File: config.mk
export PLATFORM = sky130hd
export DESIGN_NAME = elcb_bank
export DESIGN_NICKNAME = d
export VERILOG_FILES = /design/src/elcb_pkg.sv /design/src/elcb_bank.sv
export SDC_FILE = /design/constraint.sdc
export NUM_CORES = 1
export LEC_CHECK = 0
export BUFFER_PORTS_ARGS = -buffer_cell sky130_fd_sc_hd__buf_2
export CAP_MARGIN = 10
export CORE_MARGIN = 4
export CORE_UTILIZATION = 45
export DETAILED_ROUTE_END_ITERATION = 8
export PLACE_DENSITY = 0.67
export SYNTH_ARGS = -nofsm -noshare
export SYNTH_HDL_FRONTEND = slang
export SYNTH_SLANG_ARGS = --single-unit
File: constraint.sdc
create_clock -name core_clk -period 7.6 [get_ports core_clk]
set_input_delay 1.52 -clock core_clk [delete_from_list [all_inputs] [get_ports core_clk]]
set_output_delay 1.52 -clock core_clk [all_outputs]
set_load 0.02 [all_outputs]
File: src/elcb_pkg.sv
// register map, reset values, field positions and types of the exposure loop config bank
package elcb_pkg;
  // register addresses on the serial configuration port
  localparam logic [8:0] ADDR_TEST_CONFIG = 9'h090;
  localparam logic [8:0] ADDR_LOWER_01 = 9'h092;
  localparam logic [8:0] ADDR_LOWER_23 = 9'h093;
  localparam logic [8:0] ADDR_UPPER = 9'h096;
  localparam logic [8:0] ADDR_SPARE_A = 9'h09a;
  localparam logic [8:0] ADDR_SPARE_B = 9'h09b;
  localparam logic [8:0] ADDR_LOOP_CTRL = 9'h0a0;
  localparam logic [8:0] ADDR_TARGET = 9'h0a1;
  localparam logic [8:0] ADDR_WEIGHT_RED = 9'h0a2;
  localparam logic [8:0] ADDR_WEIGHT_G1 = 9'h0a3;
  localparam logic [8:0] ADDR_WEIGHT_G2 = 9'h0a4;
  localparam logic [8:0] ADDR_WEIGHT_BLUE = 9'h0a5;
  localparam logic [8:0] ADDR_LOOP_STATUS = 9'h0ba;
  // reset values
  localparam logic [15:0] RST_LOWER_01 = 16'h0100;
  localparam logic [15:0] RST_LOWER_23 = 16'h0302;
  localparam logic [7:0] RST_UPPER = 8'h00;
  localparam logic [4:0] RST_LOOP_CTRL = 5'h10;
  localparam logic [15:0] RST_TARGET = 16'h60b8;
  localparam logic [9:0] RST_WEIGHT = 10'h080;
  // field positions
  localparam int CTRL_ENABLE = 0;
  localparam int CTRL_RESTART = 1;
  localparam int CTRL_FREEZE = 2;
  localparam int CTRL_SUBSAMPLE = 3;
  localparam int CTRL_STAGE1_FIRST = 4;
  localparam int STATUS_LOCKED = 12;
  // serial frame: 9 address bits, write flag, 16 data bits
  localparam logic [4:0] FRAME_HDR_LAST = 5'd9;
  localparam logic [4:0] FRAME_LAST = 5'd25;

  // settings handed to the exposure loop
  typedef struct packed {
    logic run;
    logic restart;
    logic freeze;
    logic subsample;
    logic stage1_first;
    logic [9:0] target;
    logic [3:0][9:0] weight; // 0 red, 1 first green, 2 second green, 3 blue
  } elcb_loop_cfg_t;

  // whole state of the bank
  typedef struct packed {
    logic sck_prev;
    logic [4:0] cnt;
    logic [24:0] sh;
    logic wr;
    logic [8:0] addr;
    logic [15:0] rd_sh;
    logic miso;
    logic pat_en;
    logic [15:0] lower01;
    logic [15:0] lower23;
    logic [7:0] upper;
    logic [4:0] ctrl;
    logic [15:0] target;
    logic [3:0][9:0] weight;
    logic locked;
    logic [3:0][9:0] lane_pat;
    elcb_loop_cfg_t cfg;
  } elcb_state_t;
endpackage

File: src/elcb_bank.sv
// exposure loop config bank with serial configuration port
// Functional notes
// - four 2-bit upper pattern fields, used only while pattern insertion is on
// - freeze bit 2 stops loop filter updates and holds enforcer gains
// - subsample bit 3: 0 every pixel, 1 every fourth pixel
// - priority bit 4: 1 gives stage one priority; resets to 1
// - four 10-bit 3.7 colour weights, each resetting to 0x80
// - lower 8 pattern bits per lane join the upper field
// - read-only bit 12 reports loop filter lock
`timescale 1ns/1ps
module elcb_bank (
  // clock and reset
  input wire logic core_clk,
  input wire logic resetn,
  // serial configuration port
  input wire logic spi_clk,
  input wire logic spi_cs_n,
  input wire logic spi_mosi,
  output logic spi_miso,
  // loop status in
  input wire logic loop_locked,
  // settings out
  output logic [3:0][9:0] lane_pattern,
  output elcb_pkg::elcb_loop_cfg_t loop_cfg
);

  elcb_pkg::elcb_state_t s_q;
  elcb_pkg::elcb_state_t s_d;

  // read data for an address; unmapped and spare words read zero
  function automatic logic [15:0] rd_word(input elcb_pkg::elcb_state_t s, input logic [8:0] a);
    logic [15:0] r;
    r = 16'h0000;
    case (a)
      elcb_pkg::ADDR_TEST_CONFIG: r = {15'h0000, s.pat_en};
      elcb_pkg::ADDR_LOWER_01: r = s.lower01;
      elcb_pkg::ADDR_LOWER_23: r = s.lower23;
      elcb_pkg::ADDR_UPPER: r = {8'h00, s.upper};
      elcb_pkg::ADDR_LOOP_CTRL: r = {11'h000, s.ctrl};
      elcb_pkg::ADDR_TARGET: r = s.target;
      elcb_pkg::ADDR_WEIGHT_RED: r = {6'h00, s.weight[0]};
      elcb_pkg::ADDR_WEIGHT_G1: r = {6'h00, s.weight[1]};
      elcb_pkg::ADDR_WEIGHT_G2: r = {6'h00, s.weight[2]};
      elcb_pkg::ADDR_WEIGHT_BLUE: r = {6'h00, s.weight[3]};
      elcb_pkg::ADDR_LOOP_STATUS: r[elcb_pkg::STATUS_LOCKED] = s.locked;
      default: r = 16'h0000;
    endcase
    return r;
  endfunction

  // 10-bit lane pattern, zero while insertion is off
  function automatic logic [9:0] lane_value(input logic en, input logic [1:0] up,
                                            input logic [7:0] lo);
    return en ? {up, lo} : 10'h000;
  endfunction

  // next state: serial shifting, register writes, derived outputs
  always_comb begin
    logic rise;
    logic fall;
    logic [15:0] wdata;
    rise = 1'b0;
    fall = 1'b0;
    wdata = 16'h0000;
    s_d = s_q;
    s_d.sck_prev = spi_clk;
    s_d.locked = loop_locked;
    rise = spi_clk && !s_q.sck_prev;
    fall = !spi_clk && s_q.sck_prev;
    if (spi_cs_n) begin
      s_d.cnt = 5'd0;
      s_d.miso = 1'b0;
    end else if (rise) begin
      s_d.sh = {s_q.sh[23:0], spi_mosi};
      s_d.cnt = s_q.cnt + 5'd1;
      if (s_q.cnt == elcb_pkg::FRAME_HDR_LAST) begin
        s_d.addr = s_q.sh[8:0];
        s_d.wr = spi_mosi;
        s_d.rd_sh = rd_word(s_q, s_q.sh[8:0]);
      end
      if (s_q.cnt == elcb_pkg::FRAME_LAST) begin
        s_d.cnt = 5'd0;
        wdata = {s_q.sh[14:0], spi_mosi};
        if (s_q.wr) begin
          case (s_q.addr)
            elcb_pkg::ADDR_TEST_CONFIG: s_d.pat_en = wdata[0];
            elcb_pkg::ADDR_LOWER_01: s_d.lower01 = wdata;
            elcb_pkg::ADDR_LOWER_23: s_d.lower23 = wdata;
            elcb_pkg::ADDR_UPPER: s_d.upper = wdata[7:0];
            elcb_pkg::ADDR_LOOP_CTRL: s_d.ctrl = wdata[4:0];
            elcb_pkg::ADDR_TARGET: s_d.target = wdata;
            elcb_pkg::ADDR_WEIGHT_RED: s_d.weight[0] = wdata[9:0];
            elcb_pkg::ADDR_WEIGHT_G1: s_d.weight[1] = wdata[9:0];
            elcb_pkg::ADDR_WEIGHT_G2: s_d.weight[2] = wdata[9:0];
            elcb_pkg::ADDR_WEIGHT_BLUE: s_d.weight[3] = wdata[9:0];
            default: s_d.pat_en = s_q.pat_en;
          endcase
        end
      end
    end else if (fall && s_q.cnt > elcb_pkg::FRAME_HDR_LAST) begin
      s_d.miso = s_q.rd_sh[15];
      s_d.rd_sh = {s_q.rd_sh[14:0], 1'b0};
    end
    // lane patterns from upper and lower fields
    s_d.lane_pat[0] = lane_value(s_q.pat_en, s_q.upper[1:0], s_q.lower01[7:0]);
    s_d.lane_pat[1] = lane_value(s_q.pat_en, s_q.upper[3:2], s_q.lower01[15:8]);
    s_d.lane_pat[2] = lane_value(s_q.pat_en, s_q.upper[5:4], s_q.lower23[7:0]);
    s_d.lane_pat[3] = lane_value(s_q.pat_en, s_q.upper[7:6], s_q.lower23[15:8]);
    // loop settings
    s_d.cfg.run = s_q.ctrl[elcb_pkg::CTRL_ENABLE];
    s_d.cfg.restart = s_q.ctrl[elcb_pkg::CTRL_RESTART];
    s_d.cfg.freeze = s_q.ctrl[elcb_pkg::CTRL_FREEZE];
    s_d.cfg.subsample = s_q.ctrl[elcb_pkg::CTRL_SUBSAMPLE];
    s_d.cfg.stage1_first = s_q.ctrl[elcb_pkg::CTRL_STAGE1_FIRST];
    s_d.cfg.target = s_q.target[9:0];
    s_d.cfg.weight = s_q.weight;
  end

  // state register
  always_ff @(posedge core_clk or negedge resetn) begin
    if (!resetn) begin
      s_q <= '0;
      s_q.lower01 <= elcb_pkg::RST_LOWER_01;
      s_q.lower23 <= elcb_pkg::RST_LOWER_23;
      s_q.upper <= elcb_pkg::RST_UPPER;
      s_q.ctrl <= elcb_pkg::RST_LOOP_CTRL;
      s_q.target <= elcb_pkg::RST_TARGET;
      s_q.weight <= {4{elcb_pkg::RST_WEIGHT}};
      s_q.cfg.stage1_first <= elcb_pkg::RST_LOOP_CTRL[elcb_pkg::CTRL_STAGE1_FIRST];
      s_q.cfg.target <= elcb_pkg::RST_TARGET[9:0];
      s_q.cfg.weight <= {4{elcb_pkg::RST_WEIGHT}};
    end else begin
      s_q <= s_d;
    end
  end

  // outputs straight from flops
  assign spi_miso = s_q.miso;
  assign lane_pattern = s_q.lane_pat;
  assign loop_cfg = s_q.cfg;
endmodule

==> impl_metrics.ini, run 1 <==
[sta]
final_max_slew_viol_count = 0
hold_slack_ps = 376
worstMarginPinSlew_ps = 1040
post-route-period-util = 0.481
fin_tns_setup_ps = 0
fmax_mhz = 274
rsz0062_at_grt = false
finClkSkew_ps = 9.99
worst_slack_ps = 3950
relSlewSlack = 0.304
finalSetupViolCount = 0
hold_violations = 0
period_needed_ps = 3650

[route]
num_vias = 5753
drtIter0Drc = 409
wl_met2_mm = 9.60
top_layer = met4
first_pass_iters = 5
post_drt_wl_per_cell_um = 19.7
met1_length_mm = 10.0
routed_wl_mm = 21.1
detail-route-antenna-nets = 0
wl_met3_mm = 1.09
avgViaCountPerCell = 5.38
drc = 0

[clock_network]
h-tree-depth = 1
clockBufferDepth = 3
cts_setup_buffers = 0
cts-root-buf = clkbuf_16
cts_tree = yes
cts.sinks = 246
clock_latency_ps = 520
hold_buffers = 0
clkTransAtPathRegs_ps = 60
cts_buffers = 26
post_cts_resized = 0

[logic_synthesis]
avgSynthCellArea_um2 = 13.5
synth_simple_gate_area_frac = 0.0808
synth_compound_area_frac = 0.0647
synth_async_sr_flop_share = 1.00
synthMuxAreaShare = 0.163
synth_seq_cells = 246
seq_area_frac_synth = 0.599
yosysUniqueCellTypes = 54
synthCells = 767
yosys_warnings = 0
synth_area_mm2 = 0.0103
synth_fa_ha_area_frac = 0.00242
synthXorXnorAreaFrac = 0
synth_fp_nets = 775
synth_edf_count = 0
synthFlopType = dfrtp_1
synth_top_family_by_area = multiplexers

[power]
p_sw_uw = 715
combPwrFrac = 0.058
power-per-cell-area_mw_per_mm2 = 268
seqPwrFrac = 0.468
swShare = 0.234
p_clk_frac = 0.473
peakVddDrop_uv = 150
p_int_uw = 2340
leakage_uw = 0.00568

[worst_setup_path]
end_kind = register
worst_path_max_delay_cell = and3b_1
critPathLaunchType = primary input
crit_path_cell_trace = buf_2 -> nor3b_4 -> buf_4 -> nand4_4 -> nor4b_1 -> and3b_1 -> mux2_2
cp_top_family = simple AND/OR/NAND/NOR gates
crit_type = in2reg
reg2reg_from = s_q[251]
cp-startpoint = spi_cs_n
slowest_delay_ps = 870
critPathBufInv = 2
rrSetupSlack_ps = 4390
critPathArrivalTime_ps = 4050
path_max_fanout = 17
required_ps = 8000

[final_layout]
nets = 772
mostFrequentLayoutCells = dfrtp_1 (222), mux2_2 (126), buf_2 (100)
area_growth_syn_to_layout_pct = 10.4
drive_above_1_share = 0.420
antenna_cells = 0
multiInputGateArea_mm2 = 0.00324
layout_commonest_cell = dfrtp_1
finalInstanceArea_mm2 = 0.0114
fillers = 1964
seq_area_mm2 = 0.00619

[place]
place_area_mm2 = 0.0104
hpwl_mm = 13.4
gp_congestion = 0.825
io_buffers = 101
dpl_worst_slack_ps = 3420

[die]
die_h_um = 159
die_w_um = 159
dieArea_mm2 = 0.0254
fp-row-count = 55
io_pins = 102
start_util = 0.457
core_area_mm2 = 0.0226

[run]
maxCapViolations = 0

[grt]
grt_usage = 0.167
grt_pass1_vias = 5871
gr-total-overflow = 0
grt_antenna_before_repair = 0
grt_pass1_wl_mm = 34.0
grt_max_degree = 122

[status]
status = complete, no violations

[worst_hold_path]
min_path_type = reg2reg
min-delay-start = s_d[27]
-- cells in the mapped netlist, types with 6 or more instances --
cell type  instances  share of area
nor3_1             6         0.0029
dfstp_2           24          0.061
mux2i_1           10         0.0097
a21oi_1           10         0.0048
dfrtp_1          222           0.54
and2_1            42          0.025
nand3_1            8         0.0039
mux2_2           126           0.14
buf_4             96          0.070
buf_2              8         0.0039
a22oi_1           27          0.020
o2bb2ai_1         11         0.0093
nand2_1           16         0.0058
o21ai_0           22          0.011
clkbuf_1          35          0.013
nor2_1            18         0.0065
-- cells by family (layout without fill, tap and decap cells) --
group / Yosys count / after routing
simple gates: 134 / 134
mux: 145 / 145
buf+inv: 146 / 163
compound gates: 94 / 94
flops: 246 / 246
fa+ha+maj: 2 / 2
-- layer usage --
layer,GRT usage,up-vias
li1,-,2599
met1,0.253,2949
met2,0.251,172
met3,0.0267,33
met4,0.0422,0
met5,0,-
-- power groups by stage --
stage | clock, uW | sequential [uW] | combinational (uW)
5_1_grt | 1540 | 1440 | 196
3_5_place_dp | 0 | 1450 | 179
6_report | 1450 | 1430 | 178
3_3_place_gp | 0 | 1450 | 178
2_1_floorplan | 0 | 1370 | 157
4_1_cts | 1480 | 1430 | 180
-- worst paths after layout --
kind                       cells after the start                to
hold / removal                                 0      loop_cfg[27]
setup / recovery                               7          s_q[148]
setup reg to reg                               7          s_q[148]
min in group asynchronous                      1  lane_pattern[36]
max in group asynchronous                      2       loop_cfg[6]
hold reg to reg                                0      loop_cfg[27]
-- sequential cells by signal (all words and copies together) (netlist names) --
name,count
s_q,95
lane_pattern,40
spi_miso,1
loop_cfg,55
s_d,55
-- cell type report --
| cell class | count | area share |
|---|---|---|
| clock buffer | 35 | 0.0672 |
| clock inverter | 13 | 0.0215 |
| tap | 285 | 0.0313 |
| sequential | 246 | 0.543 |
| multi-input combinational | 375 | 0.284 |
| timing repair buffer | 110 | 0.0518 |
| inverter | 5 | 0.00165 |
-- stage by stage --
step / instances / power (uW) / utilization
after global placement: 1020 / 1630 / 0.460
after CTS: 1068 / 3080 / 0.504
after floorplan: 767 / 1530 / -
final: 1069 / 3060 / 0.505
after detailed placement: 1020 / 1630 / 0.460
after global routing: 1069 / 3170 / 0.505
(Power assumes the default switching activity.)
==> inputs of run 2 (changes only) <==
ABC_AREA = 1   (was default)
clock period = 3.71 ns   (was 7.6 ns; I/O delays follow)
==> impl_metrics.ini, run 2 <==
[worst_setup_path]
reg2reg_from = s_q[230]
critPathBufInv = 2
critPathLaunchType = register
slowest_delay_ps = 730
crit_path_cell_trace = inv_1 -> nand2_1 -> nor2_1 -> buf_4 -> nand2_1 -> nor2_1 -> nand2_1 -> nand3_1 -> nand3_1 -> a21oi_1
end_kind = register
critPathArrivalTime_ps = 3100
worst_path_max_delay_cell = nor2_1
cp_top_family = simple AND/OR/NAND/NOR gates
path_max_fanout = 13
reg2reg_depth = 10
crit_type = reg2reg
crit_path_frequent_cell = nand2_1
rrSetupSlack_ps = 1060
timing.rr.end = s_q[214]
required_ps = 4160

[clock_network]
cts_setup_buffers = 0
cts_tree = yes
cts-root-buf = clkbuf_16
post_cts_resized = 0
clkTransAtPathRegs_ps = 60
clockBufferDepth = 3
clock_latency_ps = 520
cts.sinks = 246
hold_buffers = 0
h-tree-depth = 1
cts_buffers = 26

[sta]
fmax_mhz = 377
fin_tns_setup_ps = 0
post-route-period-util = 0.715
relSlewSlack = 0.355
period_needed_ps = 2650
final_max_slew_viol_count = 0
finClkSkew_ps = 8.60
rsz0062_at_grt = false
finalSetupViolCount = 0
worstMarginPinSlew_ps = 964
hold_slack_ps = 273
hold_violations = 0

[final_layout]
top_register = s_q
mostFrequentLayoutCells = nand2_1 (352), dfrtp_1 (222), o21ai_0 (130)
largest_reg_flops = 95
area_growth_syn_to_layout_pct = 9.45
finalInstanceArea_mm2 = 0.0113
antenna_cells = 0
nets = 1159
layout_commonest_cell = nand2_1
drive_above_1_share = 0.156
fillers = 2082

[die]
io_pins = 102
core_area_mm2 = 0.0226
dieArea_mm2 = 0.0254
start_util = 0.456
fp-row-count = 55
die_h_um = 159
die_w_um = 159

[power]
power-per-cell-area_mw_per_mm2 = 505
p_total_uw = 5710
peakVddDrop_uv = 271
leakage_uw = 0.00609

[route]
avgViaCountPerCell = 5.08
first_pass_iters = 6
detail-route-antenna-nets = 0
drc = 0
drtIter0Drc = 751
post_drt_wl_per_cell_um = 16.7
routed_wl_mm = 24.4
num_vias = 7393

[status]
status = complete, no violations

[grt]
grt_usage = 0.191
gr-total-overflow = 0
grt_pass1_vias = 7210
grt_antenna_before_repair = 0
grt_pass1_wl_mm = 39.3
grt_max_degree = 105

[logic_synthesis]
synth_fp_nets = 1155
synth_async_sr_flop_share = 1.00
synth_area_leader_cell = dfrtp_1
avgSynthCellArea_um2 = 9.00
synth.area.top_cells = dfrtp_1 (54%), nand2_1 (13%), buf_4 (6.9%)
synthFlopType = dfrtp_1
ys_top_cells_by_count = nand2_1 (352), dfrtp_1 (222), o21ai_0 (130), inv_1 (107), buf_4 (95)
synth_area_mm2 = 0.0103
yosysUniqueCellTypes = 25
yosysMostFrequentCell = nand2_1
synth_top_area_frac = 0.538
yosys_warnings = 0
synth_seq_cells = 246
synth_edf_count = 0
seq_area_frac_synth = 0.599
synthCells = 1147

[worst_hold_path]
min_path_type = in2async

[place]
place_area_mm2 = 0.0105
gp_congestion = 0.912
io_buffers = 101
hpwl_mm = 16.7

[run]
maxCapViolations = 0
run 2: changes by cell type in the layout (fill, tap and decap cells not counted), sizes merged, moves of 15 or more:
cell | before | now
nand3 | 8 | 53
inv | 5 | 108
a22oi | 27 | 3
nand2 | 16 | 352
o21ai | 22 | 130
mux2 | 131 | 0
nor2 | 21 | 62
o22ai | 0 | 15
and2 | 42 | 0
run 2: area by class of cell:
class                           count  area (um2)  area share
Timing Repair Buffer              116         666      0.0589
Clock inverter                      7        67.6     0.00598
Tap cell                          285         357      0.0316
Sequential cell                   246        6190       0.547
Multi-Input combinational cell    653        2840       0.252
Clock buffer                       41         778      0.0689
Inverter                          108         405      0.0359
run 2: layer usage:
metal | vias up | routed length [um] | GRT usage
met5 | - | 0 | 0
met1 | 3529 | 10800 | 0.269
met2 | 267 | 11100 | 0.299
li1 | 3538 | - | -
met3 | 59 | 1640 | 0.0303
met4 | 0 | 848 | 0.0722
run 2: where the power goes:
| part | leakage, uW | internal (uW) | switching, uW |
|---|---|---|---|
| clock network | 0.000406 | 1510 | 1020 |
| registers | 0.00327 | 2750 | 48.7 |
| logic | 0.00241 | 68.7 | 318 |
| total | 0.00609 | 4320 | 1390 |
run 2: worst max path at each step:
stage                     to  slack, ps     start  depth (start not counted)
CTS                 s_q[214]       1010  s_q[230]                         10
finish              s_q[214]       1060  s_q[230]                         10
detailed placement  s_q[211]        960   spi_clk                         11
global placement     s_d[37]       1080   spi_clk                          7
global route        s_q[214]        800  s_q[230]                         10
floorplan           s_q[162]       1610   spi_clk                          8
run 2: per-stage QoR:
stage	setup slack, ps	utilization	std cells
global placement	1080	0.462	1408
global route	800	0.499	1456
detailed placement	963	0.462	1408
CTS	1010	0.499	1456
floorplan	1610	-	1147
finish	1060	0.499	1456
run 2: worst reg2reg max path, stage by stage, from the launching register on:
cell and delay [ps]:
dfrtp_1 410, inv_1 400, nand2_1 100, nor2_1 110
buf_4 200, nand2_1 80, nor2_1 730, nand2_1 150
nand3_1 150, nand3_1 110, a21oi_1 150
run 2: kinds of logic after synthesis:
group | Yosys count | synth area share
XOR/XNOR | 3 | 0.00254
AO/OA/AOI/OAI | 155 | 0.0778
flip-flops | 246 | 0.599
adder cells (fa/ha/maj) | 2 | 0.00242
AND/OR/NAND/NOR | 493 | 0.193
buffers and inverters | 248 | 0.126
==> inputs of run 3 (changes only) <==
ABC_AREA = 0   (was 1)
clock period = 2.6 ns   (was 3.71 ns; I/O delays follow)
==> impl_metrics.ini, run 3 (same netlist as run 1, synthesis figures left out) <==
[sta]
relSlewSlack = 0.514
finClkSkew_ps = 9.06
rsz0062_at_grt = false
post-route-period-util = 0.954
finalSetupViolCount = 0
worst_slack_ps = 119
period_needed_ps = 2480
worstMarginPinSlew_ps = 719
final_max_slew_viol_count = 0
fmax_mhz = 403
hold_violations = 0

[clock_network]
cts_setup_buffers = 0
h-tree-depth = 1
clockBufferDepth = 3
cts_buffers = 26
clock_latency_ps = 520
cts_tree = yes
cts.sinks = 246
clkTransAtPathRegs_ps = 60
cts-root-buf = clkbuf_16

[die]
start_util = 0.457
die_w_um = 159
io_pins = 102
fp-row-count = 55
die_h_um = 159
dieArea_mm2 = 0.0254
core_area_mm2 = 0.0226

[final_layout]
final_util = 0.517
top_register = s_q
multiInputGateArea_mm2 = 0.00323
largest_reg_flops = 95
mostFrequentLayoutCells = dfrtp_1 (222), mux2_2 (126), buf_2 (100)
drive_above_1_share = 0.442
seq_area_mm2 = 0.00619
layout_commonest_cell = dfrtp_1
fillers = 1965
area_growth_syn_to_layout_pct = 13.0
finalNonFillerCells = 1101
antenna_cells = 0
finalInstanceArea_mm2 = 0.0117
nets = 804

[route]
drc = 0
detail-route-antenna-nets = 0
drtIter0Drc = 335
post_drt_wl_per_cell_um = 19.6
avgViaCountPerCell = 5.26
first_pass_iters = 5
num_vias = 5792
routed_wl_mm = 21.6

[grt]
gr-total-overflow = 0
grt_pass1_vias = 6099
grt.busiest_layer = met2
grt_pass1_wl_mm = 35.0
grt_antenna_before_repair = 0
grt_usage = 0.171
grtUsageMet2 = 0.266
grt_max_degree = 74
grtUsageMet1 = 0.249
grtUsageMet3 = 0.0269

[worst_setup_path]
critPathLaunchType = register
critPathArrivalTime_ps = 2890
worst_path_max_delay_cell = or4_1
crit_type = reg2reg
end_kind = register
path_max_fanout = 5
required_ps = 3000
slowest_delay_ps = 580
crit_path_cell_trace = inv_1 -> ha_1 -> and4b_1 -> nand4_4 -> or3b_4 -> or4_1 -> mux2_4

[place]
gp_congestion = 0.842
dpl_worst_slack_ps = -24.2
place_area_mm2 = 0.0107
hpwl_mm = 14.2
place_inst = 1052
io_buffers = 101

[power]
power-per-cell-area_mw_per_mm2 = 751
peakVddDrop_uv = 561
leakage_uw = 0.00582

[worst_hold_path]
min_path_type = in2reg

[status]
status = complete, no violations

[run]
maxCapViolations = 0
-- run 3: changes by cell type in the layout (fill, tap and decap cells not counted), moves of 7 or more --
cell       previous run  this run
a22oi_1               3        27
and2_1                0        42
buf_4                12        32
mux2_2                0       126
nor2_1               61        18
inv_1               107         5
o2bb2ai_1             0        11
o22ai_1              15         0
o21ai_0             130        22
nand4_1              13         1
nand3_1              53         8
mux2i_1               0        10
clkbuf_1              9         2
nand2_1             352        16
-- run 3: worst paths after layout --
kind                       cells after the start               end        start  slack (ps)
hold reg to reg                                0       loop_cfg[7]       s_d[7]         380
setup reg to reg                               7           s_d[54]     s_q[251]         120
hold / removal                                 1           s_q[95]  loop_locked         100
max in group asynchronous                      3           s_d[27]       resetn        1240
setup / recovery                               7           s_d[54]     s_q[251]         120
min in group asynchronous                      2  lane_pattern[17]       resetn         530
-- run 3: final cells by class --
class / instances / area share
clock buffers: 33 / 0.0633
clock inverters: 15 / 0.0176
inverters: 5 / 0.00161
multi-input cells: 375 / 0.277
flip-flops and latches: 246 / 0.530
well taps: 285 / 0.0306
repair buffers: 142 / 0.0794
-- run 3: worst max-delay path: cells and delay by family, from the launching register on --
family | cells | cell delay (ps)
mux | 1 | 350
flops | 1 | 370
buf+inv | 1 | 50
simple gates | 4 | 1420
fa+ha+maj | 1 | 180
-- run 3: stage by stage --
step                power (uW)  hold slack (ps)  setup TNS, ps
floorplan                 4470              224              0
CTS                       8880             78.7              0
global route              9140             74.6              0
global placement          4830              366              0
detailed placement        4840              367           -143
finish                    8760              104              0
-- run 3: metal layers --
| layer | share of wire | vias to the layer above |
|---|---|---|
| li1 | - | 2657 |
| met5 | 0 | - |
| met4 | 0.016 | 0 |
| met2 | 0.47 | 123 |
| met3 | 0.044 | 27 |
| met1 | 0.47 | 2985 |
-- run 3: report_power, final --
part / internal [uW] / total (uW) / switching, uW
Clock: 2500 / 3980 / 1480
Sequential: 3900 / 4070 / 175
Combinational: 257 / 710 / 452
Total: 6650 / 8760 / 2110
-- run 3: what timing repair did --
item,CTS,global route
hold buffers,1,0
hold endpoints to repair,57,0
setup endpoints to repair,0,34
gates resized for setup,0,1
